File: config.mk
export PLATFORM = sky130hd
export DESIGN_NAME = psf_supervisor
export DESIGN_NICKNAME = d
export VERILOG_FILES = /design/src/psf_supervisor.v /design/src/psf_dwell.v /design/src/psf_blink.v
export VERILOG_INCLUDE_DIRS = /design/src
export SDC_FILE = /design/constraint.sdc
export NUM_CORES = 1
export LEC_CHECK = 0
export BUFFER_PORTS_ARGS = -buffer_cell sky130_fd_sc_hd__buf_2
export CORE_UTILIZATION = 25
export CTS_BUF_LIST = sky130_fd_sc_hd__clkbuf_4 sky130_fd_sc_hd__clkbuf_8 sky130_fd_sc_hd__clkbuf_16
export CTS_CLUSTER_DIAMETER = 60
export CTS_CLUSTER_SIZE = 16
export DETAILED_ROUTE_END_ITERATION = 16
export GPL_TIMING_DRIVEN = 0
export PLACE_DENSITY = 0.47
export SLEW_MARGIN = 30
export SYNTH_ARGS = -nofsm -noshare
export SYNTH_HDL_FRONTEND = slang
export SYNTH_HIERARCHICAL = 1
export SYNTH_SLANG_ARGS = --single-unit
File: constraint.sdc
create_clock -name clk -period 4.9 [get_ports clk]
set_clock_uncertainty 0.2 [all_clocks]
set_input_delay 0.49 -clock clk [delete_from_list [all_inputs] [get_ports clk]]
set_output_delay 0.49 -clock clk [all_outputs]
set_load 0.02 [all_outputs]
File: src/psf_regs.vh
// Constants of the power supply fault supervisor.
`ifndef PSF_REGS_VH
`define PSF_REGS_VH
// ----------------------------------------------------------------
// Clock and timebase
// ----------------------------------------------------------------
`define PSF_CLK_MHZ      200
`define PSF_MS_CYC       (`PSF_CLK_MHZ * 1000)
// ----------------------------------------------------------------
// Analog thresholds, applied by the comparators outside, in percent, C and W
// ----------------------------------------------------------------
`define PSF_OV_MIN_PCT   116
`define PSF_OV_NOM_PCT   120
`define PSF_OV_MAX_PCT   124
`define PSF_PG_FALL_PCT  90
`define PSF_PG_RISE_PCT  93
`define PSF_UV_PCT       80
`define PSF_OC_PCT       120
`define PSF_PULSE_PCT    150
`define PSF_STEADY_PCT   93
`define PSF_DUTY_PCT     10
`define PSF_OT_AMB_C     90
`define PSF_OT_XFMR_C    120
`define PSF_COOL_AMB_C   80
`define PSF_COOL_XFMR_C  110
`define PSF_PWR_LIM_W    520
// ----------------------------------------------------------------
// Times in milliseconds
// ----------------------------------------------------------------
`define PSF_OT_OFF_MS    2
`define PSF_PG_DWELL_MS  4
`define PSF_UV_MS        30
`define PSF_OC_MS        10
`define PSF_PWR_MS       10
`define PSF_REQ_OFF_MS   25
`define PSF_AC_OFF_MS    5000
`define PSF_RETRY_MS     4000
`define PSF_SPAN_MS      300000
`define PSF_LONG_MS      1000
`define PSF_SHORT_MS     300
`define PSF_GAP_MS       100
`define PSF_REPEAT_MS    2000
// ----------------------------------------------------------------
// Fault codes
// ----------------------------------------------------------------
`define PSF_F_NONE       3'h0
`define PSF_F_UV         3'h1
`define PSF_F_OV         3'h2
`define PSF_F_SC         3'h3
`define PSF_F_OC         3'h4
`define PSF_F_OTX        3'h5
`define PSF_F_OTA        3'h6
`endif

File: src/psf_supervisor.v
// Power supply fault supervisor: sequencing, fault detection, LEDs.
//
// Notes on behaviour
// RULE1: On over-temperature drop power-good, then 2 ms later disable main and aux.
// RULE2: Ambient above 90 C and transformer above 120 C are separate faults.
// RULE3: Re-enable automatically when transformer is at most 110 C and ambient 80 C.
// RULE4: Main over-voltage latches; cleared by 5 s power loss or 25 ms request off.
// RULE5: Over-voltage trips at 120 percent of nominal, 116 to 124 tolerated.
// RULE6: Power-good falls when main stays below 90 percent for 4 ms.
// RULE7: Power-good returns after main stays above 93 percent for 4 ms.
// RULE8: Main below 80 percent over 30 ms: disable outputs, latch like over-voltage.
// RULE9: Main current above 120 percent over 10 ms shuts main and aux only.
// RULE10: Pulses shorter than 10 ms never trip the over-current detector.
// RULE11: After overload retry every 4 s for 5 minutes, then stay off.
// RULE12: Aux overload ignored; standby overload disables all until it clears.
// RULE13: Sustained power limit over 10 ms raises the under-voltage fault.
// RULE14: Outputs follow the active-low request; drives power-good and both LEDs.
// RULE15: Fault state persists through main and aux faults; standby powered.
// RULE16: While disabled by a fault, blinks darken power-good LED, light standby LED.
// RULE17: Long blink 1000 ms, short 300 ms, 100 ms between, 2000 ms repeat.
// RULE18: Codes: UV 5 short, OV 4, SC 3, OC 2, transformer L-S, ambient S-L.
// RULE19: Pattern repeats while faulted and stops once outputs are re-enabled.
`timescale 1ns/1ps
`include "psf_regs.vh"
module psf_supervisor #(
  parameter MS_CYCLES = `PSF_MS_CYC
) (
  input  wire clk,                     // 200 MHz clock.
  input  wire rstn,                    // Async reset, low.
  input  wire output_enable_request_n, // Host request, low.
  input  wire ac_present,              // Input power is on.
  input  wire main_below_90,           // Main below 90 pct.
  input  wire main_above_93,           // Main above 93 pct.
  input  wire main_below_80,           // Main below 80 pct.
  input  wire main_over_volt,          // Main above OV level.
  input  wire main_over_cur,           // Main current high.
  input  wire main_short,              // Main short circuit.
  input  wire power_limit,             // Power at limit.
  input  wire amb_hot,                 // Ambient above 90 C.
  input  wire amb_cool,                // Ambient 80 C or less.
  input  wire xfmr_hot,                // Transf. above 120 C.
  input  wire xfmr_cool,               // Transf. 110 C or less.
  input  wire aux_overload,            // Aux overload.
  input  wire standby_overload,        // Standby overload.
  output reg  main_output_en,          // Main output on.
  output reg  aux_output_en,           // Aux output on.
  output reg  output_ok_flag,          // Power-good.
  output reg  pg_led,                  // Power-good LED.
  output reg  standby_led,             // Standby LED.
  output reg  supply_off,              // Whole supply off.
  output reg  [2:0] fault_code         // Current fault.
);
  // ----------------------------------------------------------------
  // States and widths
  // ----------------------------------------------------------------
  localparam ST_OFF   = 2'h0;
  localparam ST_ON    = 2'h1;
  localparam ST_OTW   = 2'h2;
  localparam ST_FAULT = 2'h3;
  localparam NIN      = 15;
  localparam [NIN-1:0] PIN_IDLE = 15'h0003;
  localparam TW       = 19;
  localparam PW       = 18;
  // The first tick may come at once, so one more keeps the delay at 2 ms or more.
  localparam [TW-1:0] OT_OFF   = `PSF_OT_OFF_MS + 1;
  localparam [TW-1:0] RETRY    = `PSF_RETRY_MS;
  localparam [TW-1:0] SPAN     = `PSF_SPAN_MS;
  localparam [PW-1:0] PRE_LAST = MS_CYCLES - 1;

  // ----------------------------------------------------------------
  // Pin synchronisers
  // ----------------------------------------------------------------
  // Every pin passes three flops; a change counts once the last two
  // agree, which also rejects a one-cycle glitch; reset loads idle levels, not a request.
  wire [NIN-1:0] pin_raw = {aux_overload, standby_overload,
                            xfmr_cool, xfmr_hot, amb_cool,
                            amb_hot, power_limit, main_short,
                            main_over_cur, main_over_volt,
                            main_below_80, main_above_93,
                            main_below_90, ac_present,
                            output_enable_request_n};
  reg  [NIN-1:0] s1_q;
  reg  [NIN-1:0] s2_q;
  reg  [NIN-1:0] s3_q;
  reg  [NIN-1:0] pin_q;

  always @(posedge clk or negedge rstn) begin
    if (!rstn) begin
      s1_q  <= PIN_IDLE;
      s2_q  <= PIN_IDLE;
      s3_q  <= PIN_IDLE;
      pin_q <= PIN_IDLE;
    end else begin
      s1_q  <= pin_raw;
      s2_q  <= s1_q;
      s3_q  <= s2_q;
      pin_q <= (s2_q & s3_q) | (pin_q & (s2_q ^ s3_q));
    end
  end

  wire req       = ~pin_q[0];  // RULE14
  wire ac_ok     = pin_q[1];
  wire lo90      = pin_q[2];
  wire hi93      = pin_q[3];
  wire lo80      = pin_q[4];
  wire ov        = pin_q[5];  // RULE5
  wire oc        = pin_q[6];
  wire sc        = pin_q[7];
  wire plim      = pin_q[8];
  wire a_hot     = pin_q[9];
  wire a_cool    = pin_q[10];
  wire x_hot     = pin_q[11];
  wire x_cool    = pin_q[12];
  wire sb_ovl    = pin_q[13];
  // Aux overload is sensed but deliberately has no effect.
  wire aux_ovl   = pin_q[14];

  // ----------------------------------------------------------------
  // Millisecond timebase
  // ----------------------------------------------------------------
  reg [PW-1:0] pre_q;
  reg          tick_q;

  always @(posedge clk or negedge rstn) begin
    if (!rstn) begin
      pre_q  <= {PW{1'b0}};
      tick_q <= 1'b0;
    end else if (pre_q >= PRE_LAST) begin
      pre_q  <= {PW{1'b0}};
      tick_q <= 1'b1;
    end else begin
      pre_q  <= pre_q + {{(PW-1){1'b0}}, 1'b1};
      tick_q <= 1'b0;
    end
  end

  // ----------------------------------------------------------------
  // Dwell filters
  // ----------------------------------------------------------------
  reg  [1:0] st_q;
  wire       live = (st_q == ST_ON);
  wire       pg_fall;
  wire       pg_rise;
  wire       uv_trip;
  wire       oc_trip;
  wire       sc_trip;
  wire       pw_trip;
  wire       req_off_long;
  wire       ac_off_long;

  psf_dwell #(.W(4), .MS(`PSF_PG_DWELL_MS)) u_pg_fall (
    .clk  (clk),
    .rstn (rstn),
    .tick (tick_q),
    .cond (live & lo90),
    .done (pg_fall)
  );

  psf_dwell #(.W(4), .MS(`PSF_PG_DWELL_MS)) u_pg_rise (
    .clk  (clk),
    .rstn (rstn),
    .tick (tick_q),
    .cond (live & hi93 & ~lo90),
    .done (pg_rise)
  );

  // Strictly more than the limit, hence one extra millisecond.
  psf_dwell #(.W(6), .MS(`PSF_UV_MS + 1)) u_uv (
    .clk  (clk),
    .rstn (rstn),
    .tick (tick_q),
    .cond (live & lo80),
    .done (uv_trip)
  );

  psf_dwell #(.W(5), .MS(`PSF_OC_MS + 1)) u_oc (
    .clk  (clk),
    .rstn (rstn),
    .tick (tick_q),
    .cond (live & oc),
    .done (oc_trip)
  );

  psf_dwell #(.W(5), .MS(`PSF_OC_MS + 1)) u_sc (
    .clk  (clk),
    .rstn (rstn),
    .tick (tick_q),
    .cond (live & sc),
    .done (sc_trip)
  );

  psf_dwell #(.W(5), .MS(`PSF_PWR_MS + 1)) u_pw (
    .clk  (clk),
    .rstn (rstn),
    .tick (tick_q),
    .cond (live & plim),
    .done (pw_trip)
  );

  psf_dwell #(.W(5), .MS(`PSF_REQ_OFF_MS)) u_req (
    .clk  (clk),
    .rstn (rstn),
    .tick (tick_q),
    .cond (~req),
    .done (req_off_long)
  );

  psf_dwell #(.W(13), .MS(`PSF_AC_OFF_MS)) u_ac (
    .clk  (clk),
    .rstn (rstn),
    .tick (tick_q),
    .cond (~ac_ok),
    .done (ac_off_long)
  );

  // ----------------------------------------------------------------
  // Sequencer
  // ----------------------------------------------------------------
  reg  [1:0]    st_d;
  reg  [2:0]    flt_q;
  reg  [2:0]    flt_d;
  reg  [TW-1:0] tmr_q;
  reg  [TW-1:0] tmr_d;
  reg  [TW-1:0] span_q;
  reg  [TW-1:0] span_d;
  reg           retry_q;
  reg           retry_d;
  reg           quit_q;
  reg           quit_d;
  reg           rearm_q;
  reg           rearm_d;
  reg           aclong_q;
  reg           aclong_d;
  reg           pg_q;
  reg           pg_d;
  wire          ot_any = a_hot | x_hot;  // RULE2

  always @* begin
    st_d     = st_q;
    flt_d    = flt_q;
    tmr_d    = tmr_q;
    span_d   = span_q;
    retry_d  = retry_q;
    quit_d   = quit_q;
    rearm_d  = rearm_q;
    aclong_d = aclong_q | ac_off_long;
    if (tick_q && tmr_q != {TW{1'b1}}) begin
      tmr_d = tmr_q + {{(TW-1){1'b0}}, 1'b1};
    end
    if (tick_q && retry_q && span_q != {TW{1'b1}}) begin
      span_d = span_q + {{(TW-1){1'b0}}, 1'b1};
    end
    case (st_q)
      ST_OFF: begin
        if (req) begin
          st_d  = ST_ON;
          tmr_d = {TW{1'b0}};
        end
      end
      ST_ON: begin
        if (retry_q && tmr_q >= RETRY) begin
          retry_d = 1'b0;  // RULE11
        end
        if (ot_any) begin
          st_d  = ST_OTW;  // RULE1
          flt_d = x_hot ? `PSF_F_OTX : `PSF_F_OTA;
          tmr_d = {TW{1'b0}};
        end else if (ov) begin
          st_d  = ST_FAULT;  // RULE4
          flt_d = `PSF_F_OV;
        end else if (uv_trip || pw_trip) begin
          st_d  = ST_FAULT;  // RULE8 RULE13
          flt_d = `PSF_F_UV;
        end else if (sc_trip || oc_trip) begin
          st_d  = ST_FAULT;  // RULE9 RULE10
          flt_d = sc_trip ? `PSF_F_SC : `PSF_F_OC;
          if (!retry_q) begin
            retry_d = 1'b1;
            span_d  = {TW{1'b0}};
          end
        end else if (!req) begin
          st_d = ST_OFF;
        end
        if (st_d == ST_FAULT) begin
          tmr_d   = {TW{1'b0}};
          rearm_d = 1'b0;
        end
      end
      ST_OTW: begin
        if (tmr_q >= OT_OFF) begin
          st_d  = ST_FAULT;  // RULE1
          tmr_d = {TW{1'b0}};
        end
      end
      ST_FAULT: begin
        case (flt_q)
          `PSF_F_OTX, `PSF_F_OTA: begin
            if (x_cool && a_cool && !ot_any) begin
              st_d  = req ? ST_ON : ST_OFF;  // RULE3
              flt_d = `PSF_F_NONE;
              tmr_d = {TW{1'b0}};
            end
          end
          `PSF_F_SC, `PSF_F_OC: begin
            if (quit_q || span_q >= SPAN) begin
              quit_d = 1'b1;  // RULE11
            end else if (tmr_q >= RETRY) begin
              st_d  = ST_ON;  // RULE11
              flt_d = `PSF_F_NONE;
              tmr_d = {TW{1'b0}};
            end
          end
          default: begin
            if (rearm_q && req) begin
              st_d  = ST_ON;  // RULE4 RULE8
              flt_d = `PSF_F_NONE;
              tmr_d = {TW{1'b0}};
            end
          end
        endcase
        if (req_off_long) begin
          rearm_d = 1'b1;  // RULE4
        end
      end
      default: begin
        st_d = ST_OFF;
      end
    endcase
    // Input power back after a long absence wipes every latched fault.
    if (aclong_q && ac_ok) begin
      st_d     = ST_OFF;  // RULE4 RULE11
      flt_d    = `PSF_F_NONE;
      retry_d  = 1'b0;
      quit_d   = 1'b0;
      rearm_d  = 1'b0;
      aclong_d = 1'b0;
    end
  end

  // Power-good is held low except while running; OT forces it low first.
  always @* begin
    pg_d = pg_q;
    if (!live || ot_any || sb_ovl) begin
      pg_d = 1'b0;  // RULE1 RULE8
    end else if (pg_fall) begin
      pg_d = 1'b0;  // RULE6
    end else if (pg_rise) begin
      pg_d = 1'b1;  // RULE7
    end
  end

  always @(posedge clk or negedge rstn) begin
    if (!rstn) begin
      st_q     <= ST_OFF;
      flt_q    <= `PSF_F_NONE;
      tmr_q    <= {TW{1'b0}};
      span_q   <= {TW{1'b0}};
      retry_q  <= 1'b0;
      quit_q   <= 1'b0;
      rearm_q  <= 1'b0;
      aclong_q <= 1'b0;
      pg_q     <= 1'b0;
    end else begin
      st_q     <= st_d;  // RULE15
      flt_q    <= flt_d;
      tmr_q    <= tmr_d;
      span_q   <= span_d;
      retry_q  <= retry_d;
      quit_q   <= quit_d;
      rearm_q  <= rearm_d;
      aclong_q <= aclong_d;
      pg_q     <= pg_d;
    end
  end

  // ----------------------------------------------------------------
  // Outputs and indicators
  // ----------------------------------------------------------------
  wire blink;
  wire faulted = (st_q == ST_FAULT);
  wire run_en  = (st_d == ST_ON || st_d == ST_OTW) && !sb_ovl;

  psf_blink u_blink (
    .clk   (clk),
    .rstn  (rstn),
    .tick  (tick_q),
    .run   (faulted),
    .code  (flt_q),
    .blink (blink)
  );

  always @(posedge clk or negedge rstn) begin
    if (!rstn) begin
      main_output_en <= 1'b0;
      aux_output_en  <= 1'b0;
      output_ok_flag <= 1'b0;
      pg_led         <= 1'b0;
      standby_led    <= 1'b0;
      supply_off     <= 1'b0;
      fault_code     <= `PSF_F_NONE;
    end else begin
      main_output_en <= run_en;  // RULE14 RULE9
      aux_output_en  <= run_en;  // RULE12
      output_ok_flag <= pg_d;
      pg_led         <= faulted ? ~blink : pg_d;  // RULE16
      standby_led    <= faulted & blink;  // RULE16 RULE19
      supply_off     <= sb_ovl;  // RULE12
      fault_code     <= flt_d;
    end
  end
endmodule // psf_supervisor

File: src/psf_dwell.v
// Dwell timer: flags a condition that has held for a number of ms.
`timescale 1ns/1ps
module psf_dwell #(
  parameter W  = 13,
  parameter MS = 4
) (
  input  wire clk,   // System clock.
  input  wire rstn,  // Asynchronous reset, active low.
  input  wire tick,  // One-cycle pulse each millisecond.
  input  wire cond,  // Condition being timed.
  output wire done   // Condition has held MS ticks.
);
  reg [W-1:0] cnt_q;
  assign done = cond && (cnt_q >= MS[W-1:0]);
  // A drop of the condition restarts the count, so short pulses never mature.
  always @(posedge clk or negedge rstn) begin
    if (!rstn) begin
      cnt_q <= {W{1'b0}};
    end else if (!cond) begin
      cnt_q <= {W{1'b0}};
    end else if (tick && !done) begin
      cnt_q <= cnt_q + {{(W-1){1'b0}}, 1'b1};
    end
  end
endmodule // psf_dwell

File: src/psf_blink.v
// Fault code blinker: long and short blinks with pauses, repeated.
`timescale 1ns/1ps
`include "psf_regs.vh"
module psf_blink (
  input  wire       clk,    // System clock.
  input  wire       rstn,   // Asynchronous reset, active low.
  input  wire       tick,   // One-cycle pulse each millisecond.
  input  wire       run,    // Outputs are disabled by a fault.
  input  wire [2:0] code,   // Fault code to show.
  output reg        blink   // High during each blink.
);
  localparam S_IDLE = 2'h0;
  localparam S_ON   = 2'h1;
  localparam S_GAP  = 2'h2;
  localparam [11:0] LONG_MS   = `PSF_LONG_MS;
  localparam [11:0] SHORT_MS  = `PSF_SHORT_MS;
  localparam [11:0] GAP_MS    = `PSF_GAP_MS;
  localparam [11:0] REPEAT_MS = `PSF_REPEAT_MS;

  function [2:0] n_elem;
    input [2:0] c;
    begin
      case (c)
        `PSF_F_UV:  n_elem = 3'h5;
        `PSF_F_OV:  n_elem = 3'h4;
        `PSF_F_SC:  n_elem = 3'h3;
        `PSF_F_OC, `PSF_F_OTX, `PSF_F_OTA: n_elem = 3'h2;
        default:    n_elem = 3'h0;
      endcase
    end
  endfunction

  function [11:0] on_len;
    input [2:0] c;
    input [2:0] i;
    begin
      if ((c == `PSF_F_OTX && i == 3'h0) || (c == `PSF_F_OTA && i == 3'h1)) begin
        on_len = LONG_MS;
      end else begin
        on_len = SHORT_MS;
      end
    end
  endfunction

  reg [1:0]  st_q;
  reg [2:0]  idx_q;
  reg [11:0] cnt_q;
  wire       last = (idx_q + 3'h1) >= n_elem(code);

  always @(posedge clk or negedge rstn) begin
    if (!rstn) begin
      st_q  <= S_IDLE;
      idx_q <= 3'h0;
      cnt_q <= 12'h000;
      blink <= 1'b0;
    end else if (!run || n_elem(code) == 3'h0) begin
      st_q  <= S_IDLE;  // RULE19
      idx_q <= 3'h0;
      cnt_q <= 12'h000;
      blink <= 1'b0;
    end else begin
      case (st_q)
        S_IDLE: begin
          if (tick) begin
            st_q  <= S_ON;
            blink <= 1'b1;  // RULE16
          end
        end
        S_ON: begin
          if (cnt_q >= on_len(code, idx_q)) begin
            st_q  <= S_GAP;  // RULE17
            cnt_q <= 12'h000;
            blink <= 1'b0;
          end else if (tick) begin
            cnt_q <= cnt_q + 12'h001;
          end
        end
        S_GAP: begin
          if (cnt_q >= (last ? REPEAT_MS : GAP_MS)) begin
            st_q  <= S_ON;  // RULE17
            cnt_q <= 12'h000;
            idx_q <= last ? 3'h0 : idx_q + 3'h1;  // RULE18
            blink <= 1'b1;
          end else if (tick) begin
            cnt_q <= cnt_q + 12'h001;
          end
        end
        default: begin
          st_q  <= S_IDLE;
          blink <= 1'b0;
        end
      endcase
    end
  end
endmodule // psf_blink

# Yosys cells after proc, flatten, opt, wreduce, memory -nomap -nowiden
# Index checks and enable logic that the tools add are counted.
# op_classes
n_reduce_logical	68
bitwise	18
order_cmp	15
eq_ne	34
muxes	110
addsub	13
# op_table
cell	count
2-to-1 mux 19 bit	16
one-hot mux 19 bit (4 select lines)	1
2-to-1 mux 12 bit	6
2-to-1 mux 3 bit	14
2-to-1 mux 5 bit	8
adder 19 x 1 -> 19 bit, second input constant	2
inequality test 19 bit, second input constant	2
one-hot mux 19 bit (2 select lines)	1
2-to-1 mux 2 bit	18
AND 15 bit	2
logical AND 1 bit	27
2-to-1 mux 1 bit	26
2-to-1 mux 13 bit	2
>= comparator 12 bit	2
one-hot mux 12 bit (2 select lines)	1
adder 5 x 1 -> 5 bit, second input constant	4
>= comparator 19 x 12 -> 1 bit, second input constant	1
>= comparator 19 bit, second input constant	1
>= comparator 19 x 2 -> 1 bit, second input constant	1
adder 18 x 1 -> 18 bit, second input constant	1
>= comparator 18 bit, second input constant	1
2-to-1 mux 18 bit	1
2-to-1 mux 4 bit	4
>= comparator 5 x 4 -> 1 bit, second input constant	3
48 further kinds	113
# totals
inputBits	17
out_inout_bits	9
register_bits	196
wordCells	289

# Logic depth before layout (Yosys ltp)
# Gate-level depths: netlist of run 1.
# logic_depth
ltp_word	14
ltp_mapped	13
ltp_nobuf	13

# Hierarchy
# The synthesis of run 1 kept the hierarchy.
# modules_own_cells
mod	area_each_um2	n_inst	seq_area_each_um2	cells_each
psf_supervisor	5501.5	1	3188.1	500
psf_blink	1468.9	1	450.4	161
psf_dwell at u_oc ...	275.3	3	125.1	27
psf_dwell at u_ac	734.5	1	325.3	79
psf_dwell at u_pg_fall ...	192.7	2	100.1	16
psf_dwell at u_uv	330.3	1	150.1	33
psf_dwell at u_req	309.0	1	125.1	28

# Worst setup path after synthesis of run 1
# No wires, ideal clock.
# synth_timing
path_type	reg-to-reg
startpoint	register, netlist name fault_code[0]
endpoint	register u_blink.cnt_q[4]
required_ns	4.604
period_less_slack_ns	3.428
path_slack_ns	1.472
path_stages_with_launch	14
path_buffers	0
setup_time_ns	0.096
t_arrival_ns	3.132
cell_sequence	dfrtp_1 nand2_1 xor2_1 ha_1 a21o_1 a21o_1 inv_1 ha_1 a21o_1 a2111oi_4 and2b_1 a221o_2 nand2_1 o31ai_1
# synth_rtl
item	line	rtl
to (signal assigned)	psf_blink.v:75	cnt_q <= cnt_q + 12'h001;
to (signal assigned)	psf_blink.v:85	cnt_q <= cnt_q + 12'h001;
to (decl)	psf_blink.v:47	reg [11:0] cnt_q;

==> results of run 1 <==
## synthesized netlist by cell type, types with 3 or more instances
cell,count
and4_1,8
nor3_1,13
a21oi_1,44
o21a_1,10
nor2b_2,3
nor2_1,104
a211oi_1,3
dfstp_2,8
and2_1,17
xnor2_1,23
a311oi_1,3
o21ai_2,4
a211o_2,3
a41oi_1,4
mux2i_1,12
a21o_1,18
a31oi_1,5
nand4_1,17
nor4_1,6
or4_1,12
nand3b_1,9
nand3_1,41
o22ai_1,6
dfrtp_1,184
and4bb_1,3
nand2b_1,14
ha_1,48
nand2_1,62
o21ai_1,7
inv_1,29
xor2_1,36
o21bai_1,4
nor2b_1,10
o211ai_1,3
and3_1,23
o21ai_0,19
nor3b_2,3
and3b_1,4
o31ai_1,12
clkbuf_1,10
or3_1,12
## worst max path at each step
stage                              startpoint                            to  slack [ns]  cells past startpoint
finish              fault_code[0]$_DFFE_PN0P_  u_blink/cnt_q[4]$_DFFE_PN0P_        1.02                     13
global placement                         rstn             s1_q[4]$_DFF_PN0_       -0.34                      1
CTS                         st_q[1]$_DFF_PN0_       aux_output_en$_DFF_PN0_        0.95                     11
floorplan           fault_code[0]$_DFFE_PN0P_  u_blink/cnt_q[4]$_DFFE_PN0P_        1.47                     13
global route                st_q[1]$_DFF_PN0_       aux_output_en$_DFF_PN0_        0.64                     11
detailed placement          st_q[1]$_DFF_PN0_       aux_output_en$_DFF_PN0_        0.99                     11
## cell families (layout without fill, tap and decap cells)
| logic type | Yosys count | count (layout) | synth area share, % |
|---|---|---|---|
| DFF | 192 | 192 | 50.4 |
| muxes | 13 | 13 | 1.37 |
| adders and majority gates | 48 | 48 | 6.29 |
| buffers and inverters | 48 | 121 | 2.27 |
| and+or+nand+nor | 379 | 379 | 21.3 |
| xor gates and xnor gates | 59 | 59 | 5.41 |
| AOI/OAI and AO/OA | 175 | 175 | 12.9 |
## final cells by class
class                      instances  area [µm²]
fill                            3939       26500
multi-input combinational        674        4520
inverter                          31         116
sequential                       192        4820
tap                              511         639
timing repair buffer              41         335
clock buffer                      18         439
buffer                            17         100
clock inverter                    14         154
## power breakdown
| group | switching (mW) | leakage, nW | internal [mW] | total (mW) |
|---|---|---|---|---|
| registers | 0.0820 | 2.52 | 1.65 | 1.73 |
| logic | 0.497 | 2.09 | 0.296 | 0.793 |
| clock network | 0.666 | 0.292 | 0.734 | 1.40 |
## stage by stage
step | instances | hold WS [ns] | setup slack [ns]
6_report | 1498 | 0.150 | 1.02
2_1_floorplan | 914 | -0.00559 | 1.47
5_1_grt | 1498 | 0.161 | 0.641
3_5_place_dp | 1451 | 0.135 | 0.990
4_1_cts | 1498 | 0.152 | 0.949
3_3_place_gp | 1449 | 0.132 | -0.336
## registers in the layout (all words and copies together), names as in the netlist, 5 cells and up
| signal | flops |
|---|---|
| u_uv/cnt_q | 6 |
| pre_q | 18 |
| u_blink/cnt_q | 12 |
| s2_q | 14 |
| u_pw/cnt_q | 5 |
| tmr_q | 19 |
| u_ac/cnt_q | 13 |
| u_oc/cnt_q | 5 |
| pin_q | 14 |
| s1_q | 14 |
| u_req/cnt_q | 5 |
| s3_q | 14 |
| span_q | 19 |
| u_sc/cnt_q | 5 |
## worst max-delay path, cell delays in order (launching register included)
cell and delay, ns:
dfrtp_1 0.67, nand2_1 0.13, xor2_1 0.17, ha_1 0.31
a21o_1 0.15, a21o_1 0.23, inv_1 0.25, ha_1 0.30
a21o_1 0.20, a2111oi_4 0.43, and2b_1 0.22, a221o_2 0.16
nand2_1 0.12, o31ai_1 0.23
## metal layers
layer  part of all wire (%)  track usage (%)  wire length (µm)
met4                    1.6             4.39               310
met3                    2.3             2.66               457
met1                     52             14.6             10200
met2                     44             16.6              8540
met5                      0                0                 0
## timing repair
action / 4_1_cts / 5_1_grt
gates resized for setup: 0 / 0
hold buffers: 15 / 0
endpoints found under the hold margin: 67 / 0
==> run summary, run 1 <==
Status: finished, final reports clean
Cell accounting for the most synthesized area: dfrtp_1
Rel. slew slack: 48.0%
Crit path kind: flop to flop
Initial drt markers: 329
Synthesized area: 9560 µm²
# diodes: 0
Seq/Total Area, Yosys: 50.4%
CP Data Required Time: 5.05 ns
Clock root buffer: clkbuf_16
Most frequent cells in the layout: 183 x dfrtp_1, 104 x nor2_1, 62 x nand2_1
Min-Delay Startpoint: s1_q[6]$_DFF_PN0_
R2R Path Start: fault_code[0]$_DFFE_PN0P_
Tmin final: 3.88 ns
Worst flop-to-flop path endpoint: u_blink/cnt_q[4]$_DFFE_PN0P_
I/O pin cnt: 26
Share of cells above drive strength 1: 10.9%
Fmax: 258 MHz
Routed Antenna Nets: 0
Congestion Overflow GR: 0
Initial Util: 25.4%
Die ar.: 39000 µm²
Placed inst area: 10400 µm²
Crit path max fanout: 15
Average wire per standard cell: 13.0 µm
Critical path capture point type: flop
Vias in the first global route: 6759
Sink Count: 192
Synth area leaders: dfrtp_1 48%, ha_1 6.3%, nor2_1 4.1%, xor2_1 3.3%, nand2_1 2.4%
Vias/cell: 4.53
Area Growth Syn to Fin: 16.4%
Setup Buffers After CTS: 0
Cell Rows: 71
Commonest non-fill, non-tap cell in the layout: dfrtp_1
Nets: 1039
Htree depth: 4
Core Area: 37700 µm²
Setup crit start kind: flop
Final Cycle Share: 79.2%
Die width: 198 µm
Hold crit path type: flop to flop
LEAKAGE: 4.90 nW
MaxCap Viol Count: 0
Final Core Density: 29.5%
Share of the synthesized area in the top cell type: 48.2%
Total power: 3.92 mW
# setup viols final: 0
Register bit total from synthesis: 192
First drt pass iteration count: 4
Total global routing track utilization: 10.9%
Post-Synthesis Cells: 914
Chip height: 198 µm
Net Count, Synth: 979
Final hold violations: 0
Number of flops mapped to enable cells by yosys: 0
Post-route DRC: 0
Gpl congestion: 0.747
Post-synth top flop: dfrtp_1
Hold endpoint: s2_q[6]$_DFF_PN0_
PortBufs: 24
Arrival @ worst endpoint: 4.03 ns
Yosys warning total: 6
First-pass GRT wire length: 33800 µm
Cells on worst reg2reg path: 13
Antenna violations before repair: 0
Synth async-reset ratio: 100%
Power per Cell Area: 352 nW/µm²
Hpwl dp: 13200 µm
Final slew viol count: 0
Via count: 6785
Synth unique cells: 84
Clock buffer depth: 2
Largest net degree at the start of global routing: 71
Total wire length: 19500 µm
Clock slew at reported path FFs: 0.07 ns
Setup TNS: 0 ns
RSZ-0062 raised after global routing: no
Hold Path Depth: 0
Max IR drop VDD: 269 µV
Post-route cell area: 11100 µm²
Mean Syn Cell Area: 10.5 µm²
Clk_lat worst skew: 0.45 ns
CTS tree: done
Flop2flop setup slack: 1.02 ns
Number of buffers created by CTS: 17
Worst Max-Slew Pin Slew: 0.760 ns
(Power assumes the default switching activity.)
==> run 2, diff against run 1 <==
==> constraint.sdc (replaced) <==
create_clock -name clk -period 3.8 [get_ports clk]
set_clock_uncertainty 0.2 [all_clocks]
set_input_delay 0.38 -clock clk [delete_from_list [all_inputs] [get_ports clk]]
set_output_delay 0.38 -clock clk [all_outputs]
set_load 0.02 [all_outputs]
==> run 2 against run 1 <==
Combinational power increased by 35%. Fmax up 9.9%. Register-to-register slack got worse by 0.75 ns. Global-route usage did not move. Total power up 30%. Critical endpoint is now aux_output_en$_DFF_PN0_.
==> run summary, run 2 (synthesis gave the netlist of run 1 again) <==
LEAKAGE: 4.91 nW (+0.26%)
Vias/cell: 4.53 (about the same)
Clock slew at reported path FFs: 0.07 ns (about the same)
Total global routing track utilization: 10.9% (unchanged)
Sink Count: 192 (unchanged)
Post-route DRC: 0 (unchanged)
Average wire per standard cell: 13.0 µm (+0.22%)
Chip height: 198 µm (unchanged)
# setup viols final: 0 (unchanged)
Critical path capture point type: flop
Number of buffers created by CTS: 17 (unchanged)
Share of cells above drive strength 1: 11.9% (+0.98 points)
Hold crit path type: flop to flop
Crit path max fanout: 10 (-5)
Antenna violations before repair: 0 (unchanged)
Cells on worst reg2reg path: 11 (-2)
Worst Max-Slew Pin Slew: 0.718 ns (-0.0414 ns)
Htree depth: 4 (unchanged)
Commonest non-fill, non-tap cell in the layout: dfrtp_1
Clock buffer depth: 2 (unchanged)
Worst flop-to-flop path endpoint: aux_output_en$_DFF_PN0_
First drt pass iteration count: 4 (unchanged)
Psw: 1.62 mW (+30%)
Clock root buffer: clkbuf_16
Sequential share of power: 43.7% (-0.4 points)
Routed Antenna Nets: 0 (unchanged)
Final hold violations: 0 (unchanged)
Clock share of power: 35.4% (-0.3 points)
CP Data Required Time: 3.94 ns (-1.11 ns)
# diodes: 0 (unchanged)
Gpl congestion: 0.747 (unchanged)
R2R Path Start: st_q[1]$_DFF_PN0_
Total power: 5.10 mW (+30%)
Rel. slew slack: 52.1% (+4.1 points)
Core Area: 37700 µm² (unchanged)
Setup crit start kind: flop
Vias in the first global route: 6759 (unchanged)
Nets: 1042 (+0.29%)
CTS tree: done
Hpwl dp: 13200 µm (unchanged)
Status: finished, final reports clean
Pint: 3.48 mW (+30%)
Hold Path Depth: 0 (unchanged)
RSZ-0062 raised after global routing: no
Final slew viol count: 0 (unchanged)
Filler cells: 3931 (-0.20%)
Initial Util: 25.4% (unchanged)
I/O pin cnt: 26 (unchanged)
Fmax: 283 MHz (+9.9%)
Combinational Power Share: 20.9% (+0.7 points)
Min-Delay Startpoint: s1_q[6]$_DFF_PN0_
Tmin final: 3.53 ns (-0.350 ns)
Fin cells: 1501 (+0.20%)
Crit path kind: flop to flop
Total wire length: 19600 µm (+0.42%)
Inst Count DP: 1451 (unchanged)
Sw Share: 31.8% (+0.078 points)
First-pass GRT wire length: 33800 µm (unchanged)
Most frequent cells in the layout: 179 x dfrtp_1, 104 x nor2_1, 62 x nand2_1
MaxCap Viol Count: 0 (unchanged)
Power per Cell Area: 457 nW/µm² (+30%)
Via count: 6800 (+0.22%)
Die ar.: 39000 µm² (unchanged)
Congestion Overflow GR: 0 (unchanged)
Largest regs: span_q: 19 flops, tmr_q: 19 flops, pre_q: 18 flops
Setup TNS: 0 ns (unchanged)
Clk_lat worst skew: 0.45 ns (about the same)
Max IR drop VDD: 352 µV (+31%)
Flop2flop setup slack: 0.27 ns (-0.75 ns)
Cell Rows: 71 (unchanged)
Area Growth Syn to Fin: 16.8%
Hold endpoint: s2_q[6]$_DFF_PN0_
Worst hold margin: 0.150 ns (+0.00000200 ns)
PortBufs: 24 (unchanged)
Initial drt markers: 308 (-6.4%)
Final Cycle Share: 93.0% (+14 points)
Die width: 198 µm (unchanged)
Arrival @ worst endpoint: 3.67 ns (-0.36 ns)
Largest net degree at the start of global routing: 71 (unchanged)
## run 2: worst max path at each step
| stage | startpoint | to | slack, ns | cells past startpoint |
|---|---|---|---|---|
| floorplan | fault_code[0]$_DFFE_PN0P_ | u_blink/cnt_q[4]$_DFFE_PN0P_ | 0.37 | 13 |
| global placement | rstn | s1_q[4]$_DFF_PN0_ | -1.33 | 1 |
| detailed placement | st_q[1]$_DFF_PN0_ | aux_output_en$_DFF_PN0_ | -0.11 | 11 |
| CTS | fault_code[0]$_DFFE_PN0P_ | u_blink/cnt_q[4]$_DFFE_PN0P_ | 0.04 | 13 |
| global route | st_q[1]$_DFF_PN0_ | aux_output_en$_DFF_PN0_ | 0.04 | 11 |
| finish | st_q[1]$_DFF_PN0_ | aux_output_en$_DFF_PN0_ | 0.27 | 11 |
## run 2: layout make-up
class | count | area (µm²) | area share (%)
plain buffers | 17 | 100 | 0.897
clock buffers | 18 | 439 | 3.93
clock inverters | 14 | 154 | 1.38
inverters | 31 | 119 | 1.06
multi-input cells | 674 | 4530 | 40.6
flip-flops and latches | 192 | 4820 | 43.2
well taps | 511 | 639 | 5.73
repair buffers | 44 | 358 | 3.21
## run 2: worst max-delay path: stages (launching register included)
cell and delay [ns]:
dfrtp_1 0.32, clkbuf_1 0.35, nor2b_2 0.20, and2_1 0.20, buf_2 0.17, and2b_1 0.22, or4_1 0.55, or3_1 0.32
a21oi_1 0.30, a2111oi_2 0.12, a21o_1 0.20, a21oi_1 0.25
## run 2: repair_timing
item                                    in CTS  in global routing
gates resized for setup                      4                  5
endpoints found under the setup margin       5                 13
hold buffers                                15                  0
pin swaps                                    0                  1
buffers inserted                             0                  3
hold endpoints to repair                    67                  0
## run 2: per-layer routing
metal	global-route usage [%]	vias to the layer above	share of wire [%]
li1	-	3412	-
met2	16.6	68	44
met4	4.39	0	1.7
met1	14.6	3303	52
met3	2.66	17	2.5
met5	0	-	0
## run 2: power by group through the flow
stage                     registers (mW)  logic [mW]  clock network [mW]
after floorplan                     2.26       0.682                   0
after global placement              2.27        1.01                   0
after detailed placement            2.27        1.03                   0
after CTS                           2.23        1.05                1.89
after global routing                2.25        1.19                1.97
final                               2.23        1.07                1.80
## run 2: per-stage QoR
step	area [µm²]	util [%]	setup slack (ns)
after detailed placement	10400	27.6	-0.110
after CTS	11100	29.6	0.0429
after floorplan	9560	-	0.372
final	11200	29.6	0.267
after global routing	11200	29.6	0.0366
after global placement	10300	27.4	-1.33
